==> src/common/llsi_pkg.sv <==
// constants for the lane 7 link status and link interrupt enable block
package llsi_pkg;

  // register offsets on the configuration port
  localparam logic [11:0] LINK_PAGE_ADDR   = 12'h0300;
  localparam logic [11:0] CFG_FIRST_ADDR   = 12'h0450;
  localparam logic [11:0] CFG_LAST_ADDR    = 12'h045D;
  localparam logic [11:0] LANE7_STAT_ADDR  = 12'h04B7;
  localparam logic [11:0] IRQ_EN_A_ADDR    = 12'h04B8;
  localparam logic [11:0] IRQ_EN_B_ADDR    = 12'h04B9;
  localparam logic [11:0] PIN_SEL_ADDR     = 12'h04BC;
  localparam logic [11:0] ERR_THRESH_ADDR  = 12'h04C0;

  // number of programmed alignment-sequence bytes checked on lane 0
  localparam int          CFG_BYTES        = 14;

  // lane 7 status field positions
  localparam int          BDE_BIT          = 7;
  localparam int          NIT_BIT          = 6;
  localparam int          UEK_BIT          = 5;
  localparam int          ILD_BIT          = 4;
  localparam int          ILS_BIT          = 3;
  localparam int          CKS_BIT          = 2;
  localparam int          FS_BIT           = 1;
  localparam int          CGS_BIT          = 0;

  // second enable register: configuration mismatch enable
  localparam int          MISMATCH_EN_BIT  = 0;
  // routing select field
  localparam int          PIN_SEL_BIT      = 0;

  // reset values
  localparam logic [7:0]  IRQ_EN_A_RST     = 8'h00;
  localparam logic        IRQ_EN_B_RST     = 1'b0;
  localparam logic        PIN_SEL_RST      = 1'b0;
  localparam logic [7:0]  ERR_THRESH_RST   = 8'hFF;
  localparam logic [7:0]  READ_ZERO        = 8'h00;

endpackage : llsi_pkg

==> src/logic/llsi_cfg_mem.sv <==
// small memory holding the programmed alignment-sequence bytes per link
`timescale 1ns/1ps
`default_nettype none

module llsi_cfg_mem #(
  parameter int AW = 5,                       // address width
  parameter int DW = 8                        // data width
) (
  input  wire logic          core_clk_i,      // register clock
  input  wire logic          sys_rst_i,       // async reset, active high
  input  wire logic          wr_en_i,         // write strobe
  input  wire logic [AW-1:0] wr_addr_i,       // write address
  input  wire logic [DW-1:0] wr_data_i,       // write data
  input  wire logic          rd_en_i,         // read strobe
  input  wire logic [AW-1:0] rd_addr_i,       // read address
  output logic      [DW-1:0] rd_data_o        // registered read data
);

  logic [DW-1:0] mem_q [2**AW];

  // array holds no reset so it maps onto plain storage
  always_ff @(posedge core_clk_i) begin
    if (wr_en_i) begin
      mem_q[wr_addr_i] <= wr_data_i;
    end
  end

  // read data leaves through a register
  always_ff @(posedge core_clk_i or posedge sys_rst_i) begin
    if (sys_rst_i) begin
      rd_data_o <= '0;
    end else if (rd_en_i) begin
      rd_data_o <= mem_q[rd_addr_i];
    end
  end

endmodule : llsi_cfg_mem

`default_nettype wire

==> src/logic/llsi_top.sv <==
// lane 7 link status readback and per-link interrupt enables
// Operation
// - bit 3 of lane 7 status reads initial lane sync, resets 0
// - bit 2 reads whether the received lane 7 checksum matched, resets 0
// - bit 1 of lane 7 status reads frame sync state
// - bit 0 of lane 7 status reads code-group sync, resets 0
// - all status and enables are banked per link, chosen by page register
// - first enable register holds eight read-write enables, reset 0
// - checksum source compares sent checksum with checksum computed by receiver
// - checksum compare ignores the software programmed checksum byte
// - second enable bit 0 enables lane 0 configuration mismatch interrupt
// - select bit routes combined interrupt to first or second pin
// - error flag reads 1 once count reaches threshold, else 0
`timescale 1ns/1ps
`default_nettype none
module llsi_top #(
  parameter int NUM_LINKS = 2,                // number of link banks
  parameter int LW = (NUM_LINKS > 1) ? $clog2(NUM_LINKS) : 1
) (
  input  wire logic                   core_clk_i,      // register clock
  input  wire logic                   sys_rst_i,       // async reset
  input  wire logic [11:0]            reg_addr_i,      // register address
  input  wire logic                   reg_wr_i,        // register write
  input  wire logic [7:0]             reg_wdata_i,     // write data
  output logic      [7:0]             reg_rdata_o,     // read data
  input  wire logic [NUM_LINKS-1:0]   lane7_ils_i,     // initial lane sync
  input  wire logic [NUM_LINKS-1:0]   lane7_fs_i,      // frame sync
  input  wire logic [NUM_LINKS-1:0]   lane7_cgs_i,     // code-group sync
  input  wire logic [NUM_LINKS-1:0]   lane7_ild_i,     // deskew achieved
  input  wire logic [NUM_LINKS*8-1:0] lane7_bde_cnt_i, // disparity count
  input  wire logic [NUM_LINKS*8-1:0] lane7_nit_cnt_i, // not-in-table count
  input  wire logic [NUM_LINKS*8-1:0] lane7_uek_cnt_i, // control char count
  input  wire logic [NUM_LINKS-1:0]   lane7_cks_vld_i, // checksum pair valid
  input  wire logic [NUM_LINKS*8-1:0] lane7_cks_rx_i,  // checksum sent
  input  wire logic [NUM_LINKS*8-1:0] lane7_cks_calc_i,// checksum computed
  input  wire logic                   ilas_vld_i,      // lane 0 byte valid
  input  wire logic [LW-1:0]          ilas_link_i,     // link of the byte
  input  wire logic [3:0]             ilas_idx_i,      // byte index
  input  wire logic [7:0]             ilas_byte_i,     // received byte
  output logic                        irq_out_first_o, // first irq pin
  output logic                        irq_out_second_o // second irq pin
);
  localparam int MAW = LW + 4;
  logic [LW-1:0]  page_q;
  logic [7:0]     en_a_q     [NUM_LINKS];
  logic           en_b_q     [NUM_LINKS];
  logic           pin_sel_q;
  logic [7:0]     thresh_q;
  logic [2:0]     err_q      [NUM_LINKS];
  logic           cks_ok_q   [NUM_LINKS];
  logic           mismatch_q [NUM_LINKS];
  logic           cmp_vld_q;
  logic           cmp_first_q;
  logic [LW-1:0]  cmp_link_q;
  logic [7:0]     cmp_byte_q;
  logic [7:0]     mem_rd_data;
  logic           cfg_wr;
  logic           ilas_rd;
  logic           irq_any;
  logic [7:0]     stat_sel;

  ////////////////////////////////////////////////////////////////////////////
  // register writes
  assign cfg_wr = reg_wr_i && (reg_addr_i >= llsi_pkg::CFG_FIRST_ADDR)
                  && (reg_addr_i <= llsi_pkg::CFG_LAST_ADDR);
  always_ff @(posedge core_clk_i or posedge sys_rst_i) begin
    if (sys_rst_i) begin
      page_q <= '0;
    end else if (reg_wr_i && reg_addr_i == llsi_pkg::LINK_PAGE_ADDR) begin
      page_q <= reg_wdata_i[LW-1:0];
    end
  end
  // banked enables, only the selected page takes a write
  always_ff @(posedge core_clk_i or posedge sys_rst_i) begin
    if (sys_rst_i) begin
      en_a_q <= '{default: llsi_pkg::IRQ_EN_A_RST};
      en_b_q <= '{default: llsi_pkg::IRQ_EN_B_RST};
    end else begin
      for (int l = 0; l < NUM_LINKS; l++) begin
        if (reg_wr_i && page_q == LW'(l)) begin
          if (reg_addr_i == llsi_pkg::IRQ_EN_A_ADDR) begin
            en_a_q[l] <= reg_wdata_i;
          end
          if (reg_addr_i == llsi_pkg::IRQ_EN_B_ADDR) begin
            en_b_q[l] <= reg_wdata_i[llsi_pkg::MISMATCH_EN_BIT];
          end
        end
      end
    end
  end
  // routing select and error threshold are shared by all links
  always_ff @(posedge core_clk_i or posedge sys_rst_i) begin
    if (sys_rst_i) begin
      pin_sel_q <= llsi_pkg::PIN_SEL_RST;
      thresh_q  <= llsi_pkg::ERR_THRESH_RST;
    end else if (reg_wr_i) begin
      if (reg_addr_i == llsi_pkg::PIN_SEL_ADDR) begin
        pin_sel_q <= reg_wdata_i[llsi_pkg::PIN_SEL_BIT];
      end
      if (reg_addr_i == llsi_pkg::ERR_THRESH_ADDR) begin
        thresh_q <= reg_wdata_i;
      end
    end
  end

  ////////////////////////////////////////////////////////////////////////////
  // link status
  // error flags against the threshold, registered for clean timing
  always_ff @(posedge core_clk_i or posedge sys_rst_i) begin
    if (sys_rst_i) begin
      err_q <= '{default: '0};
    end else begin
      for (int l = 0; l < NUM_LINKS; l++) begin
        err_q[l] <= {lane7_bde_cnt_i[l*8 +: 8] >= thresh_q,
                     lane7_nit_cnt_i[l*8 +: 8] >= thresh_q,
                     lane7_uek_cnt_i[l*8 +: 8] >= thresh_q};
      end
    end
  end
  // sent versus computed checksum; the programmed byte never enters
  always_ff @(posedge core_clk_i or posedge sys_rst_i) begin
    if (sys_rst_i) begin
      cks_ok_q <= '{default: 1'b0};
    end else begin
      for (int l = 0; l < NUM_LINKS; l++) begin
        if (lane7_cks_vld_i[l]) begin
          cks_ok_q[l] <= lane7_cks_rx_i[l*8 +: 8]
                         == lane7_cks_calc_i[l*8 +: 8];
        end
      end
    end
  end

  ////////////////////////////////////////////////////////////////////////////
  // lane 0 configuration compare
  assign ilas_rd = ilas_vld_i && (ilas_idx_i < 4'(llsi_pkg::CFG_BYTES));
  llsi_cfg_mem #(
    .AW (MAW),
    .DW (8)
  ) u_cfg_mem (
    .core_clk_i (core_clk_i),
    .sys_rst_i  (sys_rst_i),
    .wr_en_i    (cfg_wr),
    .wr_addr_i  ({page_q, reg_addr_i[3:0]}),
    .wr_data_i  (reg_wdata_i),
    .rd_en_i    (ilas_rd),
    .rd_addr_i  ({ilas_link_i, ilas_idx_i}),
    .rd_data_o  (mem_rd_data)
  );
  // align the received byte with the registered memory read
  always_ff @(posedge core_clk_i or posedge sys_rst_i) begin
    if (sys_rst_i) begin
      cmp_vld_q   <= 1'b0;
      cmp_first_q <= 1'b0;
      cmp_link_q  <= '0;
      cmp_byte_q  <= '0;
    end else begin
      cmp_vld_q   <= ilas_rd;
      cmp_first_q <= ilas_idx_i == 4'h0;
      cmp_link_q  <= ilas_link_i;
      cmp_byte_q  <= ilas_byte_i;
    end
  end
  // sticky mismatch; a new sequence clears it, a miss always wins
  always_ff @(posedge core_clk_i or posedge sys_rst_i) begin
    if (sys_rst_i) begin
      mismatch_q <= '{default: 1'b0};
    end else begin
      for (int l = 0; l < NUM_LINKS; l++) begin
        if (cmp_vld_q && cmp_link_q == LW'(l)) begin
          if (mem_rd_data != cmp_byte_q) begin
            mismatch_q[l] <= 1'b1;
          end else if (cmp_first_q) begin
            mismatch_q[l] <= 1'b0;
          end
        end
      end
    end
  end

  ////////////////////////////////////////////////////////////////////////////
  // interrupt combine and routing
  // only enabled sources count; levels pass straight through, so only the mismatch and checksum flags hold an event once it clears
  always_comb begin
    irq_any = 1'b0;
    for (int l = 0; l < NUM_LINKS; l++) begin
      irq_any = irq_any
        | (|(en_a_q[l] & {err_q[l], lane7_ild_i[l], lane7_ils_i[l],
                          cks_ok_q[l], lane7_fs_i[l], lane7_cgs_i[l]}))
        | (en_b_q[l] & mismatch_q[l]);
    end
  end
  always_ff @(posedge core_clk_i or posedge sys_rst_i) begin
    if (sys_rst_i) begin
      irq_out_first_o  <= 1'b0;
      irq_out_second_o <= 1'b0;
    end else begin
      irq_out_first_o  <= irq_any & ~pin_sel_q;
      irq_out_second_o <= irq_any & pin_sel_q;
    end
  end

  ////////////////////////////////////////////////////////////////////////////
  // readback
  // status of the paged link
  assign stat_sel = {err_q[page_q], lane7_ild_i[page_q], lane7_ils_i[page_q],
                     cks_ok_q[page_q], lane7_fs_i[page_q], lane7_cgs_i[page_q]};
  // read data follows the address one cycle late; config bytes read zero
  always_ff @(posedge core_clk_i or posedge sys_rst_i) begin
    if (sys_rst_i) begin
      reg_rdata_o <= llsi_pkg::READ_ZERO;
    end else begin
      unique case (reg_addr_i)
        llsi_pkg::LINK_PAGE_ADDR:  reg_rdata_o <= 8'(page_q);
        llsi_pkg::LANE7_STAT_ADDR: reg_rdata_o <= stat_sel;
        llsi_pkg::IRQ_EN_A_ADDR:   reg_rdata_o <= en_a_q[page_q];
        llsi_pkg::IRQ_EN_B_ADDR:   reg_rdata_o <= {7'h00, en_b_q[page_q]};
        llsi_pkg::PIN_SEL_ADDR:    reg_rdata_o <= {7'h00, pin_sel_q};
        llsi_pkg::ERR_THRESH_ADDR: reg_rdata_o <= thresh_q;
        default:                   reg_rdata_o <= llsi_pkg::READ_ZERO;
      endcase
    end
  end
endmodule : llsi_top

`default_nettype wire

==> config.mk <==
export PLATFORM = sky130hd
export DESIGN_NAME = llsi_top
export DESIGN_NICKNAME = d
export VERILOG_FILES = /design/src/common/llsi_pkg.sv /design/src/logic/llsi_cfg_mem.sv /design/src/logic/llsi_top.sv
export SDC_FILE = /design/constraint.sdc
export NUM_CORES = 1
export LEC_CHECK = 0
export BUFFER_PORTS_ARGS = -buffer_cell sky130_fd_sc_hd__buf_2
export CAP_MARGIN = 20
export CORE_MARGIN = 5
export CORE_UTILIZATION = 31
export CTS_BUF_LIST = sky130_fd_sc_hd__clkbuf_4
export CTS_CLUSTER_DIAMETER = 150
export DETAILED_ROUTE_END_ITERATION = 7
export GPL_ROUTABILITY_DRIVEN = 1
export SLEW_MARGIN = 10
export SYNTH_ARGS = -nofsm -noshare
export SYNTH_HDL_FRONTEND = slang
export SYNTH_SLANG_ARGS = --single-unit
==> constraint.sdc <==
create_clock -name core_clk_i -period 2.97 [get_ports core_clk_i]
set_input_delay 0.594 -clock core_clk_i [delete_from_list [all_inputs] [get_ports core_clk_i]]
set_output_delay 0.594 -clock core_clk_i [all_outputs]
set_load 0.01 [all_outputs]
=== Yosys cells after proc, flatten, opt, wreduce, memory -nomap -nowiden ===
Memories as Yosys holds them, arrays and structs flattened. A register that Yosys moved wholly into a read port is not among the register bits.
Cells that the tools add are included.

* Equal/unequal tests: 9
* Bitwise gates (word level): 13
* Multiplexer cells: 25
* Reduce and logical (&&, ||, !) cells: 20
* Magnitude comparators: 11

{| class="wikitable"
|+ Operator list
! kind !! number
|-
| $eq A12 B11 Y1 const B || 5
|-
| $ge A8 B8 Y1 || 6
|-
| $pmux W8 S6 || 1
|-
| $mux W8 || 3
|-
| $mux W1 || 18
|-
| $and A8 B8 Y8 || 2
|-
| $eq A8 B8 Y1 || 2
|-
| $reduce_and A2 Y1 || 8
|-
| $reduce_or A8 Y1 || 2
|-
| $eq A12 B10 Y1 const B || 1
|-
| $ge A12 B11 Y1 const B || 1
|-
| $le A12 B11 Y1 const B || 1
|-
| $mux W3 || 3
|-
| $logic_and A1 B1 Y1 || 8
|-
| $ne A8 B8 Y1 || 1
|-
| $and A1 B1 Y1 || 4
|-
| $logic_not A4 Y1 || 1
|-
| $lt A4 B4 Y1 const B || 1
|-
| $not A1 Y1 || 3
|-
| $or A1 B1 Y1 || 3
|-
| $ge A2 B2 Y1 const B || 1
|-
| $lt A1 B2 Y1 const B || 1
|-
| $not A1 Y2 || 1
|-
| $reduce_bool A2 Y1 || 1
|}

* Logic and storage cells: 99
* Input bits: 127
* Memories: 1
* RAM bits: 256
* Register bits: 59

{| class="wikitable"
|+ Memories
! name !! depth !! width !! rd ports !! clocked after memory_dff !! wr ports !! RTL line !! source
|-
| u_cfg_mem.mem_q || 32 || 8 || 1 || 1 || 1 || llsi_cfg_mem.sv:19 || <nowiki>logic [DW-1:0] mem_q [2**AW];</nowiki>
|}

=== Longest topological paths before layout ===
* Depth in word-level cells: 6
* Depth in mapped cells: 8

=== Modules after synthesis ===
A second synthesis with hierarchy kept.

* Cells, all modules: 927
* Area, all modules: 14212.4 µm²

{| class="wikitable"
|+ By module, submodules not included
! module !! cells an instance !! seq. area each (µm²) !! area an instance (µm²) !! instances
|-
| llsi_cfg_mem || 592 || 7887.6 || 10415.0 || 1
|-
| llsi_top || 335 || 1486.4 || 3797.4 || 1
|}

=== Worst setup path before layout ===
No wires, ideal clock.

* Path type: input to register
* From: in reg_addr_i[5]
* To: mem u_cfg_mem.mem_q[12][0], enable pin
* Data arrival time: 1944 ps
* Stages on the path: 5
* Setup slack: 643 ps
* Path buffers: 0
* Path through: nand2b_1 > nor4_1 > and3_1 > nand2_1 > nor3_1

* Word-level cells in the longest chain between the ends: 5
* Elaborated cells between the ends (all ways): 6
* Classes of those cells: order compare: 2; mux: 2; reduce/logical: 2

{| class="wikitable"
|+ Ends and longest elaborated chain
! item !! RTL line !! source
|-
| start: declaration || llsi_top.sv:22 || <nowiki>input wire logic [11:0] reg_addr_i,</nowiki>
|-
| $ge A12 B11 Y1 || llsi_top.sv:64 || <nowiki>assign cfg_wr = reg_wr_i && (reg_addr_i >= llsi_pkg::CFG_FIRST_ADDR)</nowiki>
|-
| $logic_and A1 B1 Y1 || llsi_top.sv:64 ||
|-
| $logic_and A1 B1 Y1 * || llsi_top.sv:65 || <nowiki>&& (reg_addr_i <= llsi_pkg::CFG_LAST_ADDR);</nowiki>
|-
| $mux W1 * || llsi_cfg_mem.sv:23 || <nowiki>if (wr_en_i) begin</nowiki>
|-
| $mux W1 (not written as such) * || llsi_cfg_mem.sv:24 || <nowiki>mem_q[wr_addr_i] <= wr_data_i;</nowiki>
|-
| end: declaration || llsi_cfg_mem.sv:19 ||
|}

Mark *: on every way between the ends. The rest lies on a longest branch, timed or not.

==> metrics.txt <==
Peak VDD IR=0.000261 V; CP startpoint=u_cfg_mem.mem_q[10][5]; Period minus WS final=2.02 ns; Seq/Total Area, Yosys=0.670; CP endpoint kind=flip-flop; post-CTS setup buffers=0; CP Class=reg -> reg; Synth Register Bits=323; count of different cell masters after synthesis=49; required time worst endpoint=3.56 ns; vias=8692; vias in the first global route=9175; Avg Vias per Cell=4.93; drt pass-1 iters=6; Syn Std Cell Area=14000 um2; Die Wd=222 um; Hold Path Class=in -> reg; placed wire-length estimate=23900 um; Initial Util=0.315; footprint of the multi-input gates=4460 um2; worst slew pin tran=0.802 ns; fin nets=1283; die area=49500 um2; layout cell share with drive strength beyond 1=0.354; CP arrival=2.61 ns; worst hold start=lane7_cks_vld_i[0]; Clk Latency, worst-skew pair=0.72 ns; RSZ-0062 raised after global routing=no; final hold violations=0; Core Region=44400 um2; post-route DRC violation count=0; H-tree levels=3; Power Total=0.00928 W; slew margin rel.=0.465; CP Launch Type=flip-flop; hold buffers post-CTS=9; largest area contributor in the netlist=edfxtp_1; CTS clk-pin slew, worst paths=0.07 ns; area grow syn2layout=20.4%; status=finished, final reports clean; warning count from the yosys run=0; Pins Over Slew Limit=0; initial antenna violation count=2; largest net degree at the start of global routing=40; FILL cells=4179; global route total overflow=0; Post-DRT Antenna Nets=0; pre-CTS setup slack=0.268 ns; LEAKAGE=6.34 nW; RR Startpoint=u_cfg_mem.mem_q[10][5]; first-pass GRT wire length=54200 um; f_max=496 MHz; row count=77; Max-Cap Viols=0; PostCTS Resize Cnt=0; CTS tree=yes; Buffers on Ports=136; drt wl/cell=20.0 um; Final Skew=0.0487 ns; Iter 0 DRT Violations=728; Total GRT Usage=0.141; Synth async-reset ratio=0.207; Setup WS post-layout=0.954 ns; Syn Inst Count=832; Reg area=9370 um2; IO Pins=137; most frequent cells after synthesis=edfxtp_1, dfrtp_1, nor2_1, ha_1, mux4_2; most frequent cell after synthesis=edfxtp_1; Root Driver=clkbuf_4; largest cells by area after synthesis=edfxtp_1, dfrtp_1, mux4_2; Cell Pwr Density=551 nW/um2; Top FF cell, synth=edfxtp_1; Placer Congestion=0.818; Setup Viol. Count Final=0; synthesized area per cell=16.8 um2; CTS Buffer Depth=3; total CTS buffers=81; final wirelength=35200 um; Post-synth EDFFs=256; peak fanout along the critical path=1; Die Ht=222 um; setup TNS=0 ns; final cycle utilization of the critical path=0.679; Num Clock Sinks=323; Synth top area share=0.549
[area by class of cell]
cell class	instances	area share
Sequential cell	323	0.556
Tap cell	592	0.0440
Clock buffer	122	0.0544
Antenna cell	2	0.000297
Timing Repair Buffer	194	0.0700
Inverter	20	0.00446
Clock inverter	21	0.00594
Multi-Input combinational cell	488	0.265
[worst paths after layout]
kind,end,slack (ns),cells past startpoint
worst max register to register,u_cfg_mem.rd_data_o[5],0.95,7
min in group asynchronous,en_a_q[9],0.57,3
worst min register to register,u_cfg_mem.rd_data_o[4],0.51,1
worst max-delay path,u_cfg_mem.rd_data_o[5],0.95,7
max in group asynchronous,u_cfg_mem.rd_data_o[4],1.71,4
worst min-delay path,cks_ok_q[1],0.09,2
[cells in the final DEF (no fill, tap or decap), types with 5 or more instances in the layout]
master           n
edfxtp_1       256
buf_2          135
clkbuf_4       122
dfrtp_1         59
nor2_1          50
ha_1            48
mux4_2          47
buf_4           47
mux2_2          34
conb_1          32
nand2_1         26
mux2i_1         26
a21oi_1         24
xor2_1          24
nor3_1          19
inv_1           19
a22oi_1         18
o21ai_0         18
nor2b_1         14
clkinv_1        11
a22o_1          10
mux4_1           9
nand3_1          9
nor4_1           9
dlygate4sd3_1    9
nand2b_1         8
a221oi_1         8
dfstp_2          8
and3_1           6
o41a_1           6
a211o_1          5
o22ai_1          5
o221ai_1         5
[power breakdown]
| group | switching [W] | internal [W] |
|---|---|---|
| combinational | 0.000358 | 0.000281 |
| sequential | 0.0000436 | 0.00496 |
| clock | 0.00175 | 0.00188 |
| total | 0.00216 | 0.00713 |
[per-layer routing]
layer	routed length [um]	share of wire	track usage	vias up
met4	717	0.020	0.0439	2
met5	11	0.00031	0	-
li1	-	-	-	3902
met3	2800	0.079	0.0449	56
met2	16000	0.45	0.214	341
met1	15800	0.45	0.195	4391
[registers in the layout (all words and copies together) (netlist names)]
name                 cells
cks_ok_q                 2
cmp_byte_q               8
cmp_first_q              1
cmp_link_q               1
cmp_vld_q                1
en_a_q                  16
en_b_q                   2
err_q                    6
irq_out_first_o          1
irq_out_second_o         1
mismatch_q               2
page_q                   1
pin_sel_q                1
reg_rdata_o              8
thresh_q                 8
u_cfg_mem.mem_q        256
u_cfg_mem.rd_data_o      8
[cell families (layout without fill, tap and decap cells)]
logic type,after synthesis,count (layout),synth area share
xor+xnor,24,24,0.0150
buf+inv,52,357,0.0199
mux,116,116,0.139
simple gates,151,151,0.0522
compound gates,117,117,0.0612
fa+ha+maj,48,48,0.0429
flops,323,323,0.670
other cells,1,34,0.000268
[through the flow]
step / instance area, um2 / instances / utilization / hold slack (ns)
after floorplan: 14100 / 863 / - / 0.442
after global placement: 15700 / 1608 / 0.354 / 0.493
after detailed placement: 15700 / 1608 / 0.354 / 0.502
after CTS: 16800 / 1760 / 0.379 / 0.0216
after global routing: 16800 / 1761 / 0.379 / 0.0628
final: 16800 / 1762 / 0.379 / 0.0850
[critical path: stages (launching register included)]
cell and delay, ns:
edfxtp_1 0.39, mux2_2 0.28, a221oi_1 0.23, a21oi_1 0.08, nor3_1 0.42, a2111oi_0 0.14, buf_4 0.16, a211o_1 0.22
(Power assumes the default switching activity.)
